===== config.mk =====
export PLATFORM = sky130hd
export DESIGN_NAME = tfr_core
export DESIGN_NICKNAME = d
export VERILOG_FILES = /design/src/rtl/tfr_pkg.sv /design/src/rtl/tfr_retry_timer.sv /design/src/rtl/tfr_core.sv
export SDC_FILE = /design/constraint.sdc
export NUM_CORES = 1
export LEC_CHECK = 0
export BUFFER_PORTS_ARGS = -buffer_cell sky130_fd_sc_hd__buf_2
export CORE_ASPECT_RATIO = 0.8
export CORE_MARGIN = 5
export CORE_UTILIZATION = 53
export CTS_BUF_LIST = sky130_fd_sc_hd__clkbuf_8
export CTS_CLUSTER_SIZE = 8
export DETAILED_ROUTE_END_ITERATION = 8
export PLACE_DENSITY = 0.86
export SYNTH_ARGS = -nofsm -noshare
export SYNTH_HDL_FRONTEND = slang
export SYNTH_SLANG_ARGS = --single-unit

===== constraint.sdc =====
create_clock -name I_CLOCK -period 2 [get_ports I_CLOCK]
set_input_delay 0.2 -clock I_CLOCK [delete_from_list [all_inputs] [get_ports I_CLOCK]]
set_output_delay 0.2 -clock I_CLOCK [all_outputs]
set_load 0.01 [all_outputs]

===== src/rtl/tfr_pkg.sv =====
// Constants and types shared by the temperature fault response block
package tfr_pkg;
  // ****************************************************************
  // Command codes and defaults
  // ****************************************************************
  localparam int NCH = 2;
  localparam logic [7:0] CMD_EXT_OT = 8'h50;
  localparam logic [7:0] CMD_EXT_UT = 8'h54;
  localparam logic [7:0] CMD_INT_OT = 8'hD6;
  localparam logic [7:0] DEF_EXT = 8'hB8;
  localparam logic [7:0] DEF_INT = 8'hC0;
  localparam logic [7:0] RD_NONE = 8'h00;
  // ****************************************************************
  // Response byte fields
  // ****************************************************************
  localparam int RESP_HI = 7;
  localparam int RESP_LO = 6;
  localparam int RETRY_HI = 5;
  localparam int RETRY_LO = 3;
  localparam logic [1:0] RESP_GO = 2'h0;
  localparam logic [1:0] RESP_SHUT = 2'h2;
  localparam logic [1:0] RESP_HOLD = 2'h3;
  localparam logic [2:0] RETRY_NONE = 3'h0;
  localparam logic [2:0] RETRY_FOREVER = 3'h7;
  // ****************************************************************
  // Types
  // ****************************************************************
  typedef enum logic [3:0] {
    ST_ON = 4'h1,
    ST_LATCH = 4'h2,
    ST_RETRY = 4'h4,
    ST_HOLD = 4'h8
  } tfr_state_t;
  typedef struct packed {
    logic [NCH-1:0] temp_ot;
    logic [NCH-1:0] temp_ut;
    logic [NCH-1:0] temp_any;
    logic none_above;
    logic mfr;
    logic mfr_ot;
  } tfr_status_t;
endpackage


===== src/rtl/tfr_retry_timer.sv =====
// Retry interval timer for one output channel
`timescale 1ns/1ps
`default_nettype none
module tfr_retry_timer #(
  parameter int W = 16
) (
  input wire logic I_CLOCK, // System clock
  input wire logic I_RST_N, // Synchronous reset, active low
  input wire logic i_start, // Load the interval
  input wire logic [W-1:0] i_interval, // Interval in cycles, zero acts as one
  output logic o_done // One-cycle pulse when the interval ends
);
  logic [W-1:0] cnt;
  logic [W-1:0] next_cnt;
  logic done;
  logic next_done;

  // Count down; a zero interval still waits one cycle
  always_comb
  begin
    next_cnt = cnt;
    next_done = 1'b0;
    if (i_start)
      next_cnt = (i_interval == '0) ? W'(1) : i_interval;
    else if (cnt != '0)
    begin
      next_cnt = cnt - W'(1);
      next_done = (cnt == W'(1));
    end
  end

  // Registers only
  always_ff @(posedge I_CLOCK)
  begin
    if (!I_RST_N)
    begin
      cnt <= '0;
      done <= 1'b0;
    end
    else
    begin
      cnt <= next_cnt;
      done <= next_done;
    end
  end

  assign o_done = done;
endmodule
`default_nettype wire


===== src/rtl/tfr_core.sv =====
// Temperature fault response: settings, fault bits, alert and output control
`timescale 1ns/1ps
`default_nettype none
module tfr_core #(
  parameter int RW = 16
) (
  input wire logic I_CLOCK, // 100 MHz clock
  input wire logic I_RST_N, // Synchronous reset, active low
  input wire logic i_CMD_WR, // Write strobe, one cycle
  input wire logic i_CMD_RD, // Read strobe, one cycle
  input wire logic [7:0] i_CMD_CODE, // Command code
  input wire logic [7:0] i_CMD_DATA, // Write data byte
  input wire logic i_PAGE, // Selected page for paged codes
  input wire logic i_CLEAR_FAULTS, // Clear-faults command pulse
  input wire logic [tfr_pkg::NCH-1:0] i_RUN, // Channel commanded on
  input wire logic i_INT_OT, // Die overtemperature present
  input wire logic [tfr_pkg::NCH-1:0] i_EXT_OT, // External overtemperature present
  input wire logic [tfr_pkg::NCH-1:0] i_EXT_UT, // External undertemperature present
  input wire tfr_pkg::tfr_status_t i_ALERT_MASK, // High bit masks that alert source
  input wire logic [RW-1:0] i_RETRY_INTERVAL, // Retry interval in cycles
  output logic [7:0] o_RD_DATA, // Read data, valid after read strobe
  output logic o_CML_FAULT, // Rejected write, one-cycle pulse
  output tfr_pkg::tfr_status_t o_STATUS, // Latched fault bits
  output logic o_ALERT, // Alert to host, active high
  output logic [tfr_pkg::NCH-1:0] o_OUT_EN // Output enable per channel
);
  localparam int NCH = tfr_pkg::NCH;

  // ****************************************************************
  // Response settings and command port
  // ****************************************************************
  logic [7:0] ext_ot [NCH];
  logic [7:0] ext_ut [NCH];
  logic [7:0] int_ot;
  logic [7:0] next_ext_ot [NCH];
  logic [7:0] next_ext_ut [NCH];
  logic [7:0] next_int_ot;
  logic [7:0] next_rd;
  logic next_cml;
  logic int_ok;
  logic ext_ok;
  localparam int RESP_HI_C = tfr_pkg::RESP_HI;
  localparam int RESP_LO_C = tfr_pkg::RESP_LO;
  localparam int RETRY_HI_C = tfr_pkg::RETRY_HI;
  localparam int RETRY_LO_C = tfr_pkg::RETRY_LO;

  // Check and store writes; a bad byte raises CML and is dropped
  always_comb
  begin
    next_ext_ot = ext_ot;
    next_ext_ut = ext_ut;
    next_int_ot = int_ot;
    next_cml = 1'b0;
    next_rd = o_RD_DATA;
    int_ok = i_CMD_DATA[RESP_HI_C] && (i_CMD_DATA[RETRY_HI_C:RETRY_LO_C] == tfr_pkg::RETRY_NONE);
    ext_ok = !i_CMD_DATA[RESP_LO_C];
    if (i_CMD_WR)
    begin
      case (i_CMD_CODE)
        tfr_pkg::CMD_INT_OT:
        begin
          if (int_ok)
            next_int_ot = i_CMD_DATA; // Delay bits stored but never used
          next_cml = !int_ok;
        end
        tfr_pkg::CMD_EXT_OT:
        begin
          if (ext_ok)
            next_ext_ot[i_PAGE] = i_CMD_DATA;
          next_cml = !ext_ok;
        end
        tfr_pkg::CMD_EXT_UT:
        begin
          if (ext_ok)
            next_ext_ut[i_PAGE] = i_CMD_DATA;
          next_cml = !ext_ok;
        end
        default: next_cml = 1'b0;
      endcase
    end
    if (i_CMD_RD)
    begin
      case (i_CMD_CODE)
        tfr_pkg::CMD_INT_OT: next_rd = int_ot;
        tfr_pkg::CMD_EXT_OT: next_rd = ext_ot[i_PAGE];
        tfr_pkg::CMD_EXT_UT: next_rd = ext_ut[i_PAGE];
        default: next_rd = tfr_pkg::RD_NONE;
      endcase
    end
  end

  // Settings come back to defaults at power-up
  always_ff @(posedge I_CLOCK)
  begin
    if (!I_RST_N)
    begin
      ext_ot <= '{default: tfr_pkg::DEF_EXT};
      ext_ut <= '{default: tfr_pkg::DEF_EXT};
      int_ot <= tfr_pkg::DEF_INT;
      o_RD_DATA <= tfr_pkg::RD_NONE;
      o_CML_FAULT <= 1'b0;
    end
    else
    begin
      ext_ot <= next_ext_ot;
      ext_ut <= next_ext_ut;
      int_ot <= next_int_ot;
      o_RD_DATA <= next_rd;
      o_CML_FAULT <= next_cml;
    end
  end

  // ****************************************************************
  // Fault bits and alert
  // ****************************************************************
  logic [NCH-1:0] run_q;
  logic [NCH-1:0] run_rise;
  logic [NCH-1:0] clr;
  tfr_pkg::tfr_status_t next_status;
  logic next_alert;

  assign run_rise = i_RUN & ~run_q;
  assign clr = {NCH{i_CLEAR_FAULTS}} | run_rise;

  // Set wins over clear so a fault in the clearing cycle survives
  always_comb
  begin
    next_status.temp_ot = i_EXT_OT | (o_STATUS.temp_ot & ~clr);
    next_status.temp_ut = i_EXT_UT | (o_STATUS.temp_ut & ~clr);
    next_status.temp_any = next_status.temp_ot | next_status.temp_ut;
    next_status.mfr_ot = i_INT_OT | (o_STATUS.mfr_ot & ~(|clr));
    next_status.none_above = next_status.mfr_ot;
    next_status.mfr = next_status.mfr_ot;
    next_alert = |(next_status & ~i_ALERT_MASK);
  end

  // Registers only
  always_ff @(posedge I_CLOCK)
  begin
    if (!I_RST_N)
    begin
      o_STATUS <= '0;
      o_ALERT <= 1'b0;
      run_q <= '0;
    end
    else
    begin
      o_STATUS <= next_status;
      o_ALERT <= next_alert;
      run_q <= i_RUN;
    end
  end

  // ****************************************************************
  // Output control per channel
  // ****************************************************************
  tfr_pkg::tfr_state_t st [NCH];
  logic [NCH-1:0] tmr_done;

  for (genvar c = 0; c < NCH; c++)
  begin : g_ch
    tfr_pkg::tfr_state_t next_st;
    logic next_en;
    logic int_shut;
    logic int_hold;
    logic ot_shut;
    logic ut_shut;
    logic ext_retry;
    logic ext_stop;

    // The die fault is unpaged, so it drives both channels alike
    always_comb
    begin
      int_shut = i_INT_OT && (int_ot[RESP_HI_C:RESP_LO_C] == tfr_pkg::RESP_SHUT);
      int_hold = i_INT_OT && (int_ot[RESP_HI_C:RESP_LO_C] == tfr_pkg::RESP_HOLD);
      ot_shut = i_EXT_OT[c] && (ext_ot[c][RESP_HI_C:RESP_LO_C] == tfr_pkg::RESP_SHUT);
      ut_shut = i_EXT_UT[c] && (ext_ut[c][RESP_HI_C:RESP_LO_C] == tfr_pkg::RESP_SHUT);
      ext_stop = (ot_shut && (ext_ot[c][RETRY_HI_C:RETRY_LO_C] != tfr_pkg::RETRY_FOREVER))
        || (ut_shut && (ext_ut[c][RETRY_HI_C:RETRY_LO_C] != tfr_pkg::RETRY_FOREVER)) || int_shut;
      ext_retry = ot_shut || ut_shut;
      next_st = st[c];
      if (!i_RUN[c])
        next_st = tfr_pkg::ST_ON; // Commanded off ends retries
      else
      begin
        case (st[c])
          tfr_pkg::ST_ON:
          begin
            if (ext_stop)
              next_st = tfr_pkg::ST_LATCH;
            else if (ext_retry)
              next_st = tfr_pkg::ST_RETRY;
            else if (int_hold)
              next_st = tfr_pkg::ST_HOLD;
          end
          tfr_pkg::ST_LATCH:
            if (clr[c] && !ext_stop)
              next_st = tfr_pkg::ST_ON; // No one-cycle glitch on if cleared mid-fault
          tfr_pkg::ST_RETRY:
          begin
            if (ext_stop)
              next_st = tfr_pkg::ST_LATCH; // A non-retrying fault ends retries
            else if (tmr_done[c])
              next_st = tfr_pkg::ST_ON;
          end
          tfr_pkg::ST_HOLD:
          begin
            if (ext_stop)
              next_st = tfr_pkg::ST_LATCH;
            else if (!i_INT_OT)
              next_st = tfr_pkg::ST_ON;
          end
          default: next_st = tfr_pkg::ST_ON;
        endcase
      end
      next_en = i_RUN[c] && (next_st == tfr_pkg::ST_ON);
    end

    // Registers only
    always_ff @(posedge I_CLOCK)
    begin
      if (!I_RST_N)
      begin
        st[c] <= tfr_pkg::ST_ON;
        o_OUT_EN[c] <= 1'b0;
      end
      else
      begin
        st[c] <= next_st;
        o_OUT_EN[c] <= next_en;
      end
    end

    // Retry spacing, restarted on each entry to the wait
    tfr_retry_timer #(.W(RW)) u_tmr (
      .I_CLOCK(I_CLOCK),
      .I_RST_N(I_RST_N),
      .i_start((st[c] != tfr_pkg::ST_RETRY) && (next_st == tfr_pkg::ST_RETRY)),
      .i_interval(i_RETRY_INTERVAL),
      .o_done(tmr_done[c])
    );
  end
endmodule
`default_nettype wire


==> metrics <==
placed inst area=just under 0.006 mm2; post-synthesis register bit count=103; max-slew violations=0; Finished Cell Area=just over 0.006 mm2; startpoint types=register; register area share after synthesis=0.409; vias per cell=slightly above 6; Avg WL per Cell=17.9 um; die height=97.2 um; Main synth FF type=dfxtp_1; clock transition at the registers of the reported paths=about 0.10 ns; first-pass GRT wire length=23500 um; Placer Congestion=approximately 0.96; Final Hold Viols=0; layout cells sized above 1=0.217; Num CTS Buffers=9; global-route usage over all layers=0.244; Final ANT Viol Nets=0; GR Overflow Total=0; Max Root-Sink Buffers=2; largest net degree at the start of global routing=53; Mean Syn Cell Area=between 8 and 9 um2; fillcell total=just over 700; full die area=~0.012 mm2; # clock sinks=about 100; # hold bufs at CTS=0; pwr/cell area=908 mW/mm2; Peak VDD IR=approximately 0.64 mV; syn nets=652; # rows=31; fin util=0.664; Worst Setup Path Type=register to register; fin crit period=approximately 1.9 ns; residual DRC count=0; Power, Total=5.52 mW; Layout Nets=between 700 and 800; ANT cells=0; P_leak=between 2 and 3 nW; Distinct cells, synth=between 50 and 60; # port buffers=74; router iterations before antenna repair=6; CP Data Arrival Time=between 2 and 2.5 ns; Worst-Skew Late Latency=~0.38 ns; slew margin rel.=0.621; Final TNS setup=0 ns; HP Class=primary input to register; Yosys Warn Count=0; Post-Syn Area=between 0.005 and 0.006 mm2; clock skew=about 0.013 ns; CTS H-Tree Depth=3; period utilisation layout=0.955; vias in the first global route=approximately 4700; initial antenna violation count=0; Setup-failing EPs final=0; crit end category=register; initial core utilization=0.551; Total Wirelength=14600 um; Mapped Cells=between 500 and 600; via count=around 5000; num ports=75; area delta synth->final=20.6%; Peak Freq=between 0.5 and 0.6 GHz; Worst Path Required=2.31 ns; Crit Path Max Fanout=11; CTS tree=built; Inst Count DP=796; status=finished clean; max_cap viols=0; Post-synth EDFFs=0; Iteration-0 DRC Markers=~410; floorplan core area=between 0.009 and 0.01 mm2; chip width=between 100 and 150 um; asr flop ratio synth=0; worst slew pin tran=0.568 ns; post-DP HPWL=between 10000 and 15000 um; Finished Layout Cells=815; clock root buffer=clkbuf_8
==> report_power, final <==
part	total, mW	internal, mW	switching (mW)
clock	1.30	0.570	0.732
combinational	1.76	0.813	0.943
sequential	2.47	2.24	0.226
==> metal layers <==
layer  share of wire  up-vias  wire, um  GRT usage
met5               0        -         0          0
met1            0.43     2371      6310      0.331
li1                -     2368         -          -
met4           0.026        0       384     0.0882
met2            0.45      261      6610      0.383
met3           0.088       44      1280     0.0506
==> final cells by class <==
type | instances | area [um2] | area share
flip-flops and latches | 103 | 2060 | 0.339
multi-input cells | 447 | 2860 | 0.471
inverters | 14 | 52.6 | 0.00864
clock inverters | 6 | 62.6 | 0.0103
repair buffers | 121 | 773 | 0.127
clock buffers | 9 | 124 | 0.0204
well taps | 115 | 144 | 0.0237
==> worst max-delay path: stages (launching register included) <==
cell      delay (ns)
dfxtp_1         0.34
or4b_1          0.61
a211oi_4        0.26
and3_4          0.27
buf_12          0.13
nand2_1         0.07
a21oi_1         0.16
==> synthesized netlist by cell type (all sizes together), types with 7 or more instances <==
library cell,number,area (um2)
dfxtp,103,2060
nand2,69,259
nor2,69,264
mux2i,49,490
a21oi,39,195
clkbuf,20,75.1
nand3,18,90.1
nor4,17,128
inv,14,52.6
nand4,13,81.3
nor3,13,65.1
xnor2,13,114
and3,12,75.1
o22ai,11,68.8
buf,10,56.3
a211oi,9,67.6
nand3b,9,67.6
o21ai,9,45.0
a22o,8,70.1
o211ai,8,60.1
a31oi,7,43.8
xor2,7,61.3
==> sequential cells by signal (all words and copies together), names as in the netlist, 2 cells and up <==
signal / cells
ext_ot: 16
ext_ut: 16
g_ch.u_tmr.cnt: 32
g_ch.u_tmr.o_done: 2
int_ot: 8
o_OUT_EN: 2
o_RD_DATA: 8
o_STATUS: 7
run_q: 2
st: 8
==> stage by stage <==
stage               setup WS [ns]  hold WS, ns
finish                     0.0901       0.0764
global route              -0.0117       0.0737
CTS                      -0.00624       0.0675
detailed placement         -0.174        0.438
global placement          -0.0915        0.435
floorplan                 -0.0572        0.325
==> worst paths after layout <==
kind / startpoint / to / slack (ns) / cells after the start
setup / recovery: st[1][3] / g_ch[1].u_tmr.cnt[7] / 0.09 / 6
hold / removal: i_RETRY_INTERVAL[4] / g_ch[1].u_tmr.cnt[4] / 0.08 / 3
setup reg to reg: st[1][3] / g_ch[1].u_tmr.cnt[7] / 0.09 / 6
hold reg to reg: ext_ut[6] / ext_ut[6] / 0.46 / 2
==> repair_timing <==
item                                    4_1_cts  5_1_grt
endpoints found under the setup margin       11       32
gates resized for setup                       1       10
setup buffers                                 0        4
pin swaps                                     0        3
==> logic make-up after synthesis <==
family,Yosys count,synth area share
fa+ha+maj,4,0.00993
mux,49,0.0973
buf+inv,44,0.0365
xor+xnor,20,0.0347
flops,103,0.409
simple gates,256,0.259
compound gates,118,0.154
==> cells in the final DEF (no fill, tap or decap), types with 10 or more instances in the layout <==
cell and n:
nor3_1 13, nor4_1 15, buf_2 74, nand4_1 13, a21oi_1 39, buf_4 43
inv_1 14, nand2_1 69, and3_1 10, nor2_1 67, dfxtp_1 102, nand3_1 17
o22ai_1 11, xnor2_1 13, mux2i_1 49
Note: power is estimated with default switching activity, not from simulation.
